[config.mk]
export PLATFORM = sky130hd
export DESIGN_NAME = ccs_common_unit
export DESIGN_NICKNAME = d
export VERILOG_FILES = /design/src/verilog/ccs_pkg.sv /design/src/verilog/ccs_if.sv /design/src/verilog/ccs_common_unit.sv /design/src/verilog/ccs_decimal.sv /design/src/verilog/ccs_event_status.sv
export SDC_FILE = /design/constraint.sdc
export NUM_CORES = 1
export LEC_CHECK = 0
export ABC_CLOCK_PERIOD_IN_PS = 13500
export BUFFER_PORTS_ARGS = -buffer_cell sky130_fd_sc_hd__buf_2
export CAP_MARGIN = 0
export CELL_PAD_IN_SITES_DETAIL_PLACEMENT = 1
export CELL_PAD_IN_SITES_GLOBAL_PLACEMENT = 1
export CORE_UTILIZATION = 50
export CTS_BUF_LIST = sky130_fd_sc_hd__clkbuf_2
export CTS_CLUSTER_DIAMETER = 30
export DETAILED_ROUTE_END_ITERATION = 7
export PLACE_DENSITY_LB_ADDON = 0.1
export RECOVER_POWER = 25
export SLEW_MARGIN = 30
export SYNTH_ARGS = -nofsm -noshare
export SYNTH_HDL_FRONTEND = slang
export SYNTH_HIERARCHICAL = 1
export SYNTH_SLANG_ARGS = --single-unit
[constraint.sdc]
create_clock -name clk -period 13.5 [get_ports clk]
set_input_delay 1.35 -clock clk [delete_from_list [all_inputs] [get_ports clk]]
set_output_delay 1.35 -clock clk [all_outputs]
set_load 0.1 [all_outputs]
[src/verilog/ccs_pkg.sv]
/*
  Shared constants and types for the common command and status unit:
  event status bit positions, reset values, reply characters, command codes
  and the reply item encoding.
  Assumes a single 100 MHz clock domain and an upstream parser that has
  already turned the command text into one command code.
*/
`default_nettype none
package ccs_pkg;

  // event status and enable bit positions
  localparam int EVT_PON_BIT = 7;
  localparam int EVT_CME_BIT = 5;
  localparam int EVT_EXE_BIT = 4;
  localparam int EVT_DDE_BIT = 3;
  localparam int EVT_QYE_BIT = 2;
  localparam int EVT_OPC_BIT = 0;
  localparam logic [7:0] EVT_USED_MASK = 8'hbd;

  // status byte bit carrying the event summary
  localparam int STB_ESB_BIT = 5;

  // values after reset
  localparam logic [7:0] ESR_RESET = 8'h80;
  localparam logic [7:0] ESE_RESET = 8'h00;
  localparam logic [7:0] POWERUP_CHANNEL = 8'h01;

  // reply characters
  localparam logic [7:0] CH_COMMA = 8'h2c;
  localparam logic [7:0] CH_HYPHEN = 8'h2d;
  localparam logic [7:0] CH_ZERO = 8'h30;
  localparam logic [7:0] CH_ONE = 8'h31;
  localparam logic [7:0] CH_LF = 8'h0a;

  typedef enum logic [3:0] {
    CMD_CLS, CMD_ESE, CMD_ESE_Q, CMD_ESR_Q, CMD_IDN_Q,
    CMD_OPC, CMD_OPC_Q, CMD_OPT_Q, CMD_STB_Q, CMD_UNKNOWN
  } ccs_cmd_e;

  typedef enum logic [1:0] {OP_CHAR, OP_NUM, OP_SKIP, OP_END} ccs_op_e;
  typedef enum logic [1:0] {NUM_SNAP, NUM_CHAN, NUM_CREV, NUM_MREV} ccs_num_e;

  typedef struct packed {
    ccs_op_e op;
    logic [7:0] ch;
    ccs_num_e num;
  } ccs_item_s;

endpackage
`default_nettype wire
[src/verilog/ccs_if.sv]
/*
  Carriers between the controller and its two helpers: the event status
  unit and the decimal digit unit.
  Assumes all ends run on the same clock.
*/
`timescale 1ns/1ns
`default_nettype none
interface ccs_esr_if;
  logic [7:0] set_bits;
  logic clear;
  logic mask_load;
  logic [7:0] mask_val;
  logic [7:0] status;
  logic [7:0] mask;
  logic summary;
  modport ctrl (output set_bits, clear, mask_load, mask_val, input status, mask, summary);
  modport unit (input set_bits, clear, mask_load, mask_val, output status, mask, summary);
endinterface

interface ccs_dec_if;
  logic start;
  logic [7:0] value;
  logic [1:0] sel;
  logic [7:0] digit;
  logic last;
  modport ctrl (output start, value, sel, input digit, last);
  modport unit (input start, value, sel, output digit, last);
endinterface
`default_nettype wire

[src/verilog/ccs_common_unit.sv]
/*
  Common command and status unit: takes decoded common commands, keeps the
  standard event status and enable registers through its helper, answers
  the queries as ASCII bytes and defers operation complete.
  Assumes an upstream parser delivers one command code per accepted
  cmd_valid, that ops_busy is high while any earlier command or output
  level change is still in progress, and that the reply sink drains bytes
  with reply_ready.
*/
`timescale 1ns/1ns
`default_nettype none
// Overview of operation
// - Clear-status empties events; enable masks are kept
// - Enable mask takes 0..255, zero after reset
// - Summary bit is OR of enabled events
// - Fixed event bit layout, bits 6 and 1 unused
// - Enable query returns stored mask as integer
// - Event query returns register, then clears it
// - Identity reply: maker, model, serial, firmware
// - Serial field carries the selected channel number
// - Firmware field: controller and module revision, hyphenated
// - No module present gives controller-only model
// - After power-up channel one is reported
// - Completion bit set once all work finished
// - Completion command does not stall later commands
// - Completion query replies character one when done
// - Completion query holds off later commands
// - Options reply depends on trim support, switch fitted
// - Local mode with switch permits only measurements
// - Unknown command sets command error bit
// - Status byte query does not clear it
module ccs_common_unit
  import ccs_pkg::*;
#(
  parameter logic [31:0] MFG_NAME = "MFGX",
  parameter logic [31:0] MODEL_CTRL_ONLY = "CTRL",
  parameter logic [3:0][31:0] MODEL_TABLE = {"PWM3", "PWM2", "PWM1", "PWM0"},
  parameter logic [23:0] TRIM_TOKEN = "TRM",
  parameter logic [23:0] RLS_TOKEN = "RLS"
) (
  // clock and reset
  input wire logic clk,
  input wire logic sys_rst,
  // decoded command in
  input wire logic cmd_valid,
  input wire logic [3:0] cmd_code,
  input wire logic [7:0] cmd_arg,
  output logic cmd_ready,
  // reply bytes to the output queue
  output logic reply_valid,
  output logic [7:0] reply_data,
  input wire logic reply_ready,
  // events and completion from the rest of the controller
  input wire logic exec_error,
  input wire logic device_error,
  input wire logic query_error,
  input wire logic ops_busy,
  // channel selection, module description and other status byte bits
  input wire logic chan_load,
  input wire logic [7:0] chan_value,
  input wire logic module_present,
  input wire logic [1:0] module_type,
  input wire logic [7:0] ctrl_rev,
  input wire logic [7:0] module_rev,
  input wire logic trim_supported,
  input wire logic rl_switch_fitted,
  input wire logic [7:0] stb_other,
  // pins
  input wire logic local_switch_pin,
  input wire logic ren_pin,
  // status outputs
  output logic event_summary,
  output logic status_clear,
  output logic remote_permit
);

  typedef enum logic [1:0] {ST_IDLE, ST_HOLD, ST_ITEM, ST_DIGIT} ccs_state_e;

  ccs_esr_if esr_bus ();
  ccs_dec_if dec_bus ();

  ccs_state_e state_ff, nxt_state;
  ccs_cmd_e cmd_ff, nxt_cmd;
  ccs_cmd_e cmd_in;
  logic [4:0] idx_ff, nxt_idx;
  logic [1:0] dsel_ff, nxt_dsel;
  logic cmd_ready_ff;
  logic reply_valid_ff;
  logic [7:0] reply_data_ff;
  logic event_summary_ff;
  logic status_clear_ff;
  logic remote_permit_ff;
  logic opc_pend_ff;
  logic [7:0] snap_ff;
  logic [7:0] chan_ff;
  logic ren_meta_ff, ren_sync_ff;
  logic loc_meta_ff, loc_sync_ff;
  logic accept;
  logic slot_free;
  logic opc_done;
  logic load_en;
  logic [7:0] load_byte;
  logic [31:0] model_str;
  ccs_item_s item;

  function automatic logic [7:0] str_char(input logic [31:0] s, input logic [1:0] k);
    logic [7:0] c;
    case (k)
      2'd0: c = s[31:24];
      2'd1: c = s[23:16];
      2'd2: c = s[15:8];
      default: c = s[7:0];
    endcase
    return c;
  endfunction

  // reply script: one item per index for each query
  function automatic ccs_item_s get_item(input ccs_cmd_e cmd, input logic [4:0] idx, input logic [31:0] model,
                                         input logic trim, input logic rls);
    ccs_item_s it;
    it = '{op: OP_END, ch: CH_LF, num: NUM_SNAP};
    case (cmd)
      CMD_IDN_Q: begin
        case (idx)
          5'd0, 5'd1, 5'd2, 5'd3: it = '{op: OP_CHAR, ch: str_char(MFG_NAME, idx[1:0]), num: NUM_SNAP};
          5'd4, 5'd9, 5'd11: it = '{op: OP_CHAR, ch: CH_COMMA, num: NUM_SNAP};
          5'd5, 5'd6, 5'd7, 5'd8: it = '{op: OP_CHAR, ch: str_char(model, 2'(idx - 5'd5)), num: NUM_SNAP};
          5'd10: it = '{op: OP_NUM, ch: CH_LF, num: NUM_CHAN};
          5'd12: it = '{op: OP_NUM, ch: CH_LF, num: NUM_CREV};
          5'd13: it = '{op: OP_CHAR, ch: CH_HYPHEN, num: NUM_SNAP};
          5'd14: it = '{op: OP_NUM, ch: CH_LF, num: NUM_MREV};
          5'd15: it = '{op: OP_CHAR, ch: CH_LF, num: NUM_SNAP};
          default: it = '{op: OP_END, ch: CH_LF, num: NUM_SNAP};
        endcase
      end
      CMD_ESE_Q, CMD_ESR_Q, CMD_STB_Q: begin
        case (idx)
          5'd0: it = '{op: OP_NUM, ch: CH_LF, num: NUM_SNAP};
          5'd1: it = '{op: OP_CHAR, ch: CH_LF, num: NUM_SNAP};
          default: it = '{op: OP_END, ch: CH_LF, num: NUM_SNAP};
        endcase
      end
      CMD_OPC_Q: begin
        case (idx)
          5'd0: it = '{op: OP_CHAR, ch: CH_ONE, num: NUM_SNAP};
          5'd1: it = '{op: OP_CHAR, ch: CH_LF, num: NUM_SNAP};
          default: it = '{op: OP_END, ch: CH_LF, num: NUM_SNAP};
        endcase
      end
      CMD_OPT_Q: begin
        case (idx)
          5'd0, 5'd1, 5'd2: it = '{op: trim ? OP_CHAR : OP_SKIP, ch: str_char({TRIM_TOKEN, 8'h00}, idx[1:0]),
                                   num: NUM_SNAP};
          5'd3: it = '{op: (trim && rls) ? OP_CHAR : OP_SKIP, ch: CH_COMMA, num: NUM_SNAP};
          5'd4, 5'd5, 5'd6: it = '{op: rls ? OP_CHAR : OP_SKIP, ch: str_char({RLS_TOKEN, 8'h00}, 2'(idx - 5'd4)),
                                   num: NUM_SNAP};
          5'd7: it = '{op: OP_CHAR, ch: CH_LF, num: NUM_SNAP};
          default: it = '{op: OP_END, ch: CH_LF, num: NUM_SNAP};
        endcase
      end
      default: it = '{op: OP_END, ch: CH_LF, num: NUM_SNAP};
    endcase
    return it;
  endfunction

  assign cmd_in = (cmd_code <= 4'(CMD_UNKNOWN)) ? ccs_cmd_e'(cmd_code) : CMD_UNKNOWN;
  assign accept = cmd_valid && cmd_ready_ff;
  assign slot_free = !reply_valid_ff || reply_ready;
  assign model_str = module_present ? MODEL_TABLE[module_type] : MODEL_CTRL_ONLY;
  assign item = get_item(cmd_ff, idx_ff, model_str, trim_supported, rl_switch_fitted);
  assign opc_done = opc_pend_ff && !ops_busy;

  // event status helper
  always_comb begin
    esr_bus.set_bits = 8'h00;
    esr_bus.set_bits[EVT_CME_BIT] = accept && (cmd_in == CMD_UNKNOWN);
    esr_bus.set_bits[EVT_EXE_BIT] = exec_error;
    esr_bus.set_bits[EVT_DDE_BIT] = device_error;
    esr_bus.set_bits[EVT_QYE_BIT] = query_error;
    esr_bus.set_bits[EVT_OPC_BIT] = opc_done;
  end
  assign esr_bus.clear = accept && ((cmd_in == CMD_CLS) || (cmd_in == CMD_ESR_Q));
  assign esr_bus.mask_load = accept && (cmd_in == CMD_ESE);
  assign esr_bus.mask_val = cmd_arg;

  ccs_event_status u_event_status (
    .clk(clk),
    .sys_rst(sys_rst),
    .standard_event_status(esr_bus)
  );

  ccs_decimal u_decimal (
    .clk(clk),
    .sys_rst(sys_rst),
    .dec(dec_bus)
  );

  assign dec_bus.sel = dsel_ff;
  assign dec_bus.start = (state_ff == ST_ITEM) && slot_free && (item.op == OP_NUM);
  always_comb begin
    case (item.num)
      NUM_CHAN: dec_bus.value = chan_ff;
      NUM_CREV: dec_bus.value = ctrl_rev;
      NUM_MREV: dec_bus.value = module_rev;
      default: dec_bus.value = snap_ff;
    endcase
  end

  // sequencer
  always_comb begin
    nxt_state = state_ff;
    nxt_cmd = cmd_ff;
    nxt_idx = idx_ff;
    nxt_dsel = dsel_ff;
    load_en = 1'b0;
    load_byte = CH_LF;
    case (state_ff)
      ST_IDLE: begin
        if (accept) begin
          case (cmd_in)
            CMD_ESE_Q, CMD_ESR_Q, CMD_STB_Q, CMD_IDN_Q, CMD_OPT_Q: begin
              nxt_state = ST_ITEM;
              nxt_cmd = cmd_in;
              nxt_idx = 5'd0;
            end
            CMD_OPC_Q: begin
              nxt_state = ST_HOLD;
              nxt_cmd = cmd_in;
              nxt_idx = 5'd0;
            end
            default: nxt_state = ST_IDLE;
          endcase
        end
      end
      ST_HOLD: begin
        if (!ops_busy) begin
          nxt_state = ST_ITEM;
        end
      end
      ST_ITEM: begin
        if (slot_free) begin
          case (item.op)
            OP_CHAR: begin
              load_en = 1'b1;
              load_byte = item.ch;
              nxt_idx = idx_ff + 5'd1;
            end
            OP_SKIP: nxt_idx = idx_ff + 5'd1;
            OP_NUM: begin
              nxt_state = ST_DIGIT;
              nxt_dsel = 2'd0;
            end
            default: nxt_state = ST_IDLE;
          endcase
        end
      end
      default: begin
        if (slot_free) begin
          load_en = 1'b1;
          load_byte = dec_bus.digit;
          if (dec_bus.last) begin
            nxt_idx = idx_ff + 5'd1;
            nxt_state = ST_ITEM;
          end else begin
            nxt_dsel = dsel_ff + 2'd1;
          end
        end
      end
    endcase
  end

  always_ff @(posedge clk or posedge sys_rst) begin
    if (sys_rst) begin
      state_ff <= ST_IDLE;
      cmd_ff <= CMD_UNKNOWN;
      idx_ff <= 5'd0;
      dsel_ff <= 2'd0;
      cmd_ready_ff <= 1'b0;
    end else begin
      state_ff <= nxt_state;
      cmd_ff <= nxt_cmd;
      idx_ff <= nxt_idx;
      dsel_ff <= nxt_dsel;
      cmd_ready_ff <= (nxt_state == ST_IDLE);
    end
  end

  // reply byte slot
  always_ff @(posedge clk or posedge sys_rst) begin
    if (sys_rst) begin
      reply_valid_ff <= 1'b0;
      reply_data_ff <= 8'h00;
    end else if (load_en) begin
      reply_valid_ff <= 1'b1;
      reply_data_ff <= load_byte;
    end else if (reply_ready) begin
      reply_valid_ff <= 1'b0;
    end
  end

  // query value snapshot; the status byte read leaves its sources alone
  always_ff @(posedge clk or posedge sys_rst) begin
    if (sys_rst) begin
      snap_ff <= 8'h00;
    end else if (accept) begin
      case (cmd_in)
        CMD_ESE_Q: snap_ff <= esr_bus.mask;
        CMD_ESR_Q: snap_ff <= esr_bus.status;
        CMD_STB_Q: begin
          snap_ff <= stb_other;
          snap_ff[STB_ESB_BIT] <= esr_bus.summary;
        end
        default: snap_ff <= snap_ff;
      endcase
    end
  end

  // a new completion command wins over the finishing one
  always_ff @(posedge clk or posedge sys_rst) begin
    if (sys_rst) begin
      opc_pend_ff <= 1'b0;
    end else if (accept && (cmd_in == CMD_OPC)) begin
      opc_pend_ff <= 1'b1;
    end else if (opc_done) begin
      opc_pend_ff <= 1'b0;
    end
  end

  always_ff @(posedge clk or posedge sys_rst) begin
    if (sys_rst) begin
      chan_ff <= POWERUP_CHANNEL;
    end else if (chan_load) begin
      chan_ff <= chan_value;
    end
  end

  always_ff @(posedge clk or posedge sys_rst) begin
    if (sys_rst) begin
      event_summary_ff <= 1'b0;
      status_clear_ff <= 1'b0;
    end else begin
      event_summary_ff <= esr_bus.summary;
      status_clear_ff <= accept && (cmd_in == CMD_CLS);
    end
  end

  // pin synchronisers and remote gating
  always_ff @(posedge clk or posedge sys_rst) begin
    if (sys_rst) begin
      ren_meta_ff <= 1'b0;
      ren_sync_ff <= 1'b0;
      loc_meta_ff <= 1'b0;
      loc_sync_ff <= 1'b0;
      remote_permit_ff <= 1'b0;
    end else begin
      ren_meta_ff <= ren_pin;
      ren_sync_ff <= ren_meta_ff;
      loc_meta_ff <= local_switch_pin;
      loc_sync_ff <= loc_meta_ff;
      remote_permit_ff <= !rl_switch_fitted || (ren_sync_ff && !loc_sync_ff);
    end
  end

  assign cmd_ready = cmd_ready_ff;
  assign reply_valid = reply_valid_ff;
  assign reply_data = reply_data_ff;
  assign event_summary = event_summary_ff;
  assign status_clear = status_clear_ff;
  assign remote_permit = remote_permit_ff;

  chk_cls_pulse: assert property (@(posedge clk) disable iff (sys_rst)
    accept && (cmd_in == CMD_CLS) |=> status_clear_ff && $stable(esr_bus.mask))
    else $error("clear status missed pulse or touched mask");

  chk_mask_store: assert property (@(posedge clk) disable iff (sys_rst)
    accept && (cmd_in == CMD_ESE) |=> esr_bus.mask == $past(cmd_arg))
    else $error("enable mask not stored");

  chk_summary_bit: assert property (@(posedge clk) disable iff (sys_rst)
    1'b1 |=> event_summary_ff == |($past(esr_bus.status) & $past(esr_bus.mask)))
    else $error("summary bit wrong");

  chk_unknown_cme: assert property (@(posedge clk) disable iff (sys_rst)
    accept && (cmd_in == CMD_UNKNOWN) |=> esr_bus.status[EVT_CME_BIT])
    else $error("unknown command did not flag command error");

  chk_esr_readback: assert property (@(posedge clk) disable iff (sys_rst)
    accept && (cmd_in == CMD_ESR_Q) |=> (snap_ff == $past(esr_bus.status)) && (state_ff == ST_ITEM))
    else $error("event query snapshot wrong");

  chk_opc_deferred: assert property (@(posedge clk) disable iff (sys_rst)
    ops_busy && !esr_bus.status[EVT_OPC_BIT] |=> !esr_bus.status[EVT_OPC_BIT])
    else $error("completion bit set while busy");

  chk_opc_nostall: assert property (@(posedge clk) disable iff (sys_rst)
    accept && (cmd_in == CMD_OPC) && (state_ff == ST_IDLE) |=> cmd_ready_ff)
    else $error("completion command stalled commands");

  chk_opcq_hold: assert property (@(posedge clk) disable iff (sys_rst)
    (state_ff == ST_HOLD) && ops_busy |=> !cmd_ready_ff && (state_ff == ST_HOLD))
    else $error("completion query did not hold off");

  chk_opcq_one: assert property (@(posedge clk) disable iff (sys_rst)
    (state_ff == ST_ITEM) && (cmd_ff == CMD_OPC_Q) && (idx_ff == 5'd0) && slot_free
    |=> reply_valid_ff && (reply_data_ff == CH_ONE))
    else $error("completion query did not queue one");

  chk_local_gate: assert property (@(posedge clk) disable iff (sys_rst)
    rl_switch_fitted && loc_sync_ff |=> !remote_permit_ff)
    else $error("remote functions permitted in local mode");

  chk_reply_stands: assert property (@(posedge clk) disable iff (sys_rst)
    reply_valid_ff && !reply_ready |=> reply_valid_ff && $stable(reply_data_ff))
    else $error("reply byte changed before taken");

endmodule
`default_nettype wire

[src/verilog/ccs_decimal.sv]
/*
  Turns an 8-bit value into up to three ASCII decimal digits, most
  significant first, with no leading zeros.
  Assumes start is a one-cycle strobe and sel is only stepped afterwards.
*/
`timescale 1ns/1ns
`default_nettype none
module ccs_decimal
  import ccs_pkg::*;
(
  // clock and reset
  input wire logic clk,
  input wire logic sys_rst,
  // controller side
  ccs_dec_if.unit dec
);

  logic [3:0] dig_ff [4];
  logic [1:0] ndig_ff;
  logic [7:0] hund;
  logic [7:0] tens;
  logic [7:0] ones;

  always_comb begin
    hund = dec.value / 8'd100;
    tens = (dec.value / 8'd10) % 8'd10;
    ones = dec.value % 8'd10;
  end

  always_ff @(posedge clk or posedge sys_rst) begin
    if (sys_rst) begin
      dig_ff <= '{4'h0, 4'h0, 4'h0, 4'h0};
      ndig_ff <= 2'd1;
    end else if (dec.start) begin
      if (hund != 8'h00) begin
        dig_ff <= '{hund[3:0], tens[3:0], ones[3:0], 4'h0};
        ndig_ff <= 2'd3;
      end else if (tens != 8'h00) begin
        dig_ff <= '{tens[3:0], ones[3:0], 4'h0, 4'h0};
        ndig_ff <= 2'd2;
      end else begin
        dig_ff <= '{ones[3:0], 4'h0, 4'h0, 4'h0};
        ndig_ff <= 2'd1;
      end
    end
  end

  assign dec.digit = CH_ZERO | {4'h0, dig_ff[dec.sel]};
  assign dec.last = (dec.sel == (ndig_ff - 2'd1));

endmodule
`default_nettype wire

[src/verilog/ccs_event_status.sv]
/*
  Standard event status register, its enable mask and the summary bit.
  Assumes set, clear and mask load come from logic on the same clock.
*/
`timescale 1ns/1ns
`default_nettype none
module ccs_event_status
  import ccs_pkg::*;
(
  // clock and reset
  input wire logic clk,
  input wire logic sys_rst,
  // controller side
  ccs_esr_if.unit standard_event_status
);

  logic [7:0] status_ff;
  logic [7:0] mask_ff;

  // set beats clear, so an event in the clearing cycle survives
  always_ff @(posedge clk or posedge sys_rst) begin
    if (sys_rst) begin
      status_ff <= ESR_RESET;
    end else begin
      status_ff <= (standard_event_status.clear ? 8'h00 : status_ff) | (standard_event_status.set_bits & EVT_USED_MASK);
    end
  end

  always_ff @(posedge clk or posedge sys_rst) begin
    if (sys_rst) begin
      mask_ff <= ESE_RESET;
    end else if (standard_event_status.mask_load) begin
      mask_ff <= standard_event_status.mask_val;
    end
  end

  assign standard_event_status.status = status_ff;
  assign standard_event_status.mask = mask_ff;
  assign standard_event_status.summary = |(status_ff & mask_ff);

  chk_sticky_bits: assert property (@(posedge clk) disable iff (sys_rst)
    !standard_event_status.clear |=> ((status_ff & $past(status_ff)) == $past(status_ff)))
    else $error("event status bit dropped without clear");

  chk_clear_empties: assert property (@(posedge clk) disable iff (sys_rst)
    standard_event_status.clear && (standard_event_status.set_bits == 8'h00) |=> status_ff == 8'h00)
    else $error("event status not emptied by clear");

  chk_unused_zero: assert property (@(posedge clk) disable iff (sys_rst)
    (status_ff[6] == 1'b0) && (status_ff[1] == 1'b0))
    else $error("unused event bit was set");

endmodule
`default_nettype wire

### After elaboration in Yosys (flattened, before gate mapping)

Index checks and enable logic that the tools add are counted.

* word-level logic and storage cells: 197
* bits in registers: 81
* input bits: 60

* reductions and logical operators: 48
* divide/modulo/power cells: 4
* mux-type cells: 58
* add/subtract/negate cells: 5
* bitwise logic cells: 5
* order comparisons: 3
* eq/ne operators: 50

Operator list (number)
* one-hot mux 12 bit (4 select lines): 2
* one-hot mux 12 bit (8 select lines): 1
* one-hot mux 8 bit (3 select lines): 3
* binary-select mux 32 bit (select 2 bit): 1
* two-way mux 32 bit: 2
* one-hot mux 12 bit (2 select lines): 2
* one-hot mux 7 bit (3 select lines): 2
* equality test 5 x 4 -> 1 bit (second input constant): 8
* two-way mux 16 bit: 2
* two-way mux 5 bit: 6
* one-hot mux 5 bit (3 select lines): 2
* equality test 4 x 3 -> 1 bit (second input constant): 7
* two-way mux 2 bit: 14
* two-way mux 8 bit: 3
* equality test 5 x 3 -> 1 bit (second input constant): 4
* equality test 4 x 2 -> 1 bit (second input constant): 4
* modulo 8 x 4 -> 8 bit (second input constant): 2
* one-hot mux 8 bit (2 select lines): 1
* nonzero test 8 bit: 2
* equality test 2 bit (second input constant): 7
* equality test 2 x 1 -> 1 bit (second input constant): 6
* equality test 4 bit (second input constant): 3
* zero test 2 bit: 6
* two-way mux 4 bit: 3
* other kinds (41): 80

### Longest topological paths before layout

* word-level depth: 13
* mapped depth: 31
* gate-level depth less buffers: 28

### Hierarchy

The synthesis kept the hierarchy.

By module, submodules not included
* ccs_common_unit: area each 3260.6 um2, cells each 378, times used 1
* ccs_decimal: area each 1955.6 um2, cells each 243, times used 1
* ccs_event_status: area each 581.8 um2, cells each 38, times used 1

### Worst setup path after synthesis

Ideal clock, no wire load.

* path type: register -> register
* start: reg idx_ff[2]
* end: reg u_decimal/dig_ff[9] in the netlist's numbering
* cell stages (with the launch flop): 30
* setup slack: 6.176 ns
* data arrival time: 7.203 ns
* period minus slack after synthesis: 7.324 ns
* data required time: 13.379 ns
* path buffers: 2
* cell sequence: dfrtp_1 > clkbuf_1 > clkbuf_1 > and3_1 > ha_1 > a31o_2 > or4_1 > nand4_1 > o221ai_1 > clkinv_1 > ha_1 > nand2b_1 > a21boi_0 > o211a_1 > nor3_1 > nor2_1 > ha_1 > nand2_1 > or4_2 > a41oi_1 > o31a_1 > inv_1 > ha_1 > a21oi_1 > o31ai_1 > or3_1 > o211a_1 > or4_4 > a21o_1 > a22o_1

* cells in the longest elaborated chain, start to end: 11
* elaborated cells between the ends (all ways): 40

RTL lines
* start, declared: RTL line ccs_common_unit.sv:85 `logic [4:0] idx_ff, nxt_idx;`
* start signal, assigned: RTL line ccs_common_unit.sv:282 `idx_ff <= nxt_idx;`
* equality test 5 x 3 -> 1 bit, or another cell as far along: RTL line ccs_common_unit.sv:124 `case (idx)`
* OR reduction 4 bit or OR reduction 3 bit (tied branches): RTL line ccs_common_unit.sv:124
* one-hot mux 12 bit (8 select lines) (*): RTL line ccs_common_unit.sv:124
* one-hot mux 12 bit (4 select lines) (*): RTL line ccs_common_unit.sv:122 `case (cmd)`
* equality test 2 bit or equality test 2 x 1 -> 1 bit (tied branches): RTL line ccs_common_unit.sv:201 `case (item.num)`
* one-hot mux 8 bit (3 select lines) (*): RTL line ccs_common_unit.sv:201
* named net dec_bus.value[3]: RTL line ccs_if.sv:22 `logic [7:0] value;`
* divider 8 x 4 -> 8 bit: RTL line ccs_decimal.sv:26 `tens = (dec.value / 8'd10) % 8'd10;`
* modulo 8 x 4 -> 8 bit: RTL line ccs_decimal.sv:26
* nonzero test 8 bit: RTL line ccs_decimal.sv:38 `end else if (tens != 8'h00) begin`
* two-way mux 16 bit: RTL line ccs_decimal.sv:38
* two-way mux 16 bit (*): RTL line ccs_decimal.sv:35 `if (hund != 8'h00) begin`
* end signal, assigned: RTL line ccs_decimal.sv:36 `dig_ff <= '{hund[3:0], tens[3:0], ones[3:0], 4'h0};`
* end signal, assigned: RTL line ccs_decimal.sv:39 `dig_ff <= '{tens[3:0], ones[3:0], 4'h0, 4'h0};`
* end signal, assigned: RTL line ccs_decimal.sv:42 `dig_ff <= '{ones[3:0], 4'h0, 4'h0, 4'h0};`
* end, declared: RTL line ccs_decimal.sv:18 `logic [3:0] dig_ff [4];`

The timed path passes the listed nets; every way through them passes the cells marked *.
A chain may end at the register's enable or synchronous reset.

### Worst setup path after layout

* start: reg idx_ff[0]
* end: reg u_decimal/dig_ff[9] in the netlist's numbering

The elaborated chain is that of the path after synthesis.

==> flow_metrics.py <==
metrics = {
    "critical_path": {
        "r2r_start": "idx_ff[0]$_DFFE_PP0P_",
        "crit_start": "idx_ff[0]$_DFFE_PP0P_",
        "crit_top_cell": "ha_1",
        "crit_type": "reg2reg",
        "worstSetupStartpointType": "register",
        "path_max_fanout": 16,
        "crit_arrival_ns": 9.22,
        "reg2reg_slack_ns": 4.74,
        "endpoint": "u_decimal/dig_ff[9]$_DFFE_PP0P_",
        "cp.required_ns": 13.96,
        "cpPeakStageDelay_ns": 0.69,
        "worstSetupEndpointType": "register",
        "rr_worst_depth": 29,
        "r2r-end": "u_decimal/dig_ff[9]$_DFFE_PP0P_",
        "slowest_stage": "or4_2",
    },
    "sta": {
        "finalClockSkew_ns": 0.05742,
        "finalSetupViolCount": 0,
        "report.final.slew_viol_count": 0,
        "layout_worst_path_cycle_share": 0.6492,
        "rsz0062_at_grt": "no",
        "hold_viol": 0,
        "min_period_ns": 8.764,
        "fmax_mhz": 114.1,
        "slew_headroom": 0.3748,
        "tns_ns": 0,
        "worstMarginPinSlew_ns": 0.9378,
    },
    "yosys": {
        "yosysTopAreaCell": "dfrtp_1",
        "synthCells": 659,
        "ys_seq_elements": 75,
        "synth-async-reset-ratio": 1.000,
        "syn_area_um2": 5798,
        "avgSynthCellArea_um2": 8.798,
        "synth_top_area_share": 0.3021,
        "synth_common_cells": "dfrtp_1, nand2_1, nor2_1",
        "yosysWarnings": 6,
        "ys.flop_type": "dfrtp_1",
        "synthTopCellsByArea": "dfrtp_1, nand2_1, ha_1",
        "ys_types": 96,
        "synth_edf_count": 0,
        "synth-seq-area-share": 0.3248,
    },
    "floorplanning": {
        "rows": 38,
        "dieArea_um2": 12030,
        "die_height_um": 109.7,
        "fp.dieW_um": 109.7,
        "io_pins": 73,
        "core_area_um2": 11080,
        "start_util": 0.5234,
    },
    "worst_hold_path": {
        "worstHoldPathType": "reg2reg",
    },
    "placed_design": {
        "place_congestion": 0.8636,
        "io_buffers": 71,
        "dpl.hpwl_um": 13060,
    },
    "clock_tree": {
        "cts_tree": "built",
        "clockRootBuffer": "clkbuf_2",
        "cts.path.max_buffers": 2,
        "clk_pin_slew_worst_paths_ns": 0.24,
        "ctsHoldBuffers": 0,
        "numCtsBuffers": 9,
        "post-cts-setup-buffers": 0,
        "htreeDepth": 3,
        "clkLatencyLatePin_ns": 0.60,
        "clock_sinks": 75,
        "cts_resized": 0,
    },
    "layout": {
        "drive_gt1_frac": 0.2142,
        "final_net_count": 790,
        "areaGrowthSynthToFinish_pct": 8.459,
        "final_core_util": 0.5677,
    },
    "grt": {
        "grt_overflow_total": 0,
        "antenna_found_initial": 1,
        "grt_pass1_vias": 5707,
        "grt_max_degree": 48,
        "grt_pass1_wl_um": 28190,
        "track_usage": 0.3047,
    },
    "routing": {
        "drt_first_pass_iters": 5,
        "routedWlPerCell_um": 19.93,
        "vias_per_cell": 6.413,
        "drtIter0Drc": 364,
        "detail-route-antenna-nets": 0,
        "num_vias": 5515,
        "drt_wl_total_um": 17140,
        "post-route-drc-count": 0,
    },
    "status": {
        "status": "finished clean",
    },
    "flow_run": {
        "maxCapViolCount": 0,
    },
}
[flip-flops by register name, indices dropped and copies added (netlist names), 2 cells and up]
register and cells:
u_event_status/standard_event_status.mask 8, snap_ff 8, cmd_ff 4, state_ff 2, u_decimal/ndig_ff 2, u_decimal/dig_ff 12
dec_bus.sel 2, chan_ff 8, reply_data 8, idx_ff 5, u_event_status/standard_event_status.status 6
[per-stage QoR]
step / instance area [µm²] / hold slack (ns) / worst slack (ns) / std cells
2_1_floorplan: 5809 / 0.3312 / 6.176 / 662
3_3_place_gp: 6157 / 0.3328 / 5.147 / 842
3_5_place_dp: 6162 / 0.3358 / 4.966 / 842
4_1_cts: 6266 / 0.3854 / 4.830 / 858
5_1_grt: 6289 / 0.4085 / 4.111 / 860
6_report: 6289 / 0.3814 / 4.736 / 860
[worst min-delay path by stage]
stage / startpoint / end / slack, ns / depth (start not counted)
2_1_floorplan: loc_meta_ff$_DFF_PP0_ / loc_sync_ff$_DFF_PP0_ / 0.33 / 0
3_3_place_gp: loc_meta_ff$_DFF_PP0_ / loc_sync_ff$_DFF_PP0_ / 0.33 / 0
3_5_place_dp: loc_meta_ff$_DFF_PP0_ / loc_sync_ff$_DFF_PP0_ / 0.34 / 0
5_1_grt: loc_meta_ff$_DFF_PP0_ / loc_sync_ff$_DFF_PP0_ / 0.41 / 0
4_1_cts: loc_meta_ff$_DFF_PP0_ / loc_sync_ff$_DFF_PP0_ / 0.39 / 0
6_report: loc_meta_ff$_DFF_PP0_ / loc_sync_ff$_DFF_PP0_ / 0.38 / 0
[worst max-delay path: cells and delay by family (launching register included)]
kind,cells,cell delay (ns)
AOI/OAI and AO/OA,10,2.29
adders and majority gates,4,1.12
buffers and inverters,4,0.64
DFF,1,0.55
and+or+nand+nor,11,4.01
[cell usage in the layout (no fill, tap or decap), types with 12 or more instances in the layout]
cell type	count
nand2_1	70
nand2b_1	13
ha_1	16
nor3_1	22
dfrtp_1	70
buf_2	69
mux2_4	12
a22oi_1	16
o21ai_0	37
inv_1	30
mux2i_1	15
nor2_1	52
a21oi_1	27
[cell type report]
class,count,area (µm²)
flip-flops and latches,75,1883
fillers,1360,4790
inverters,33,125.1
well taps,140,175.2
clock inverters,7,58.81
multi-input cells,517,3597
clock buffers,9,45.04
repair buffers,78,401.6
diodes,1,2.502
[routing by layer]
layer	vias to the layer above	wire length, µm	global-route usage
li1	2572	-	-
met1	2751	7748	0.3993
met2	162	8173	0.5081
met3	30	805	0.04861
met4	0	416	0.1086
met5	-	0	0
[cell families (layout without fill, tap and decap cells)]
family                     Yosys count  after routing  share of synthesized area
xor gates and xnor gates             6              6                   0.009063
buffers and inverters               70            127                    0.06172
other                                4              8                   0.002589
adders and majority gates           16             16                    0.03453
AOI/OAI and AO/OA                  210            210                     0.2717
muxes                               34             34                    0.07056
DFF                                 75             75                     0.3248
and+or+nand+nor                    244            244                     0.2251
Power is not shown: default switching activity piles up to over one toggle a cycle in this logic, so the estimate is an artifact.
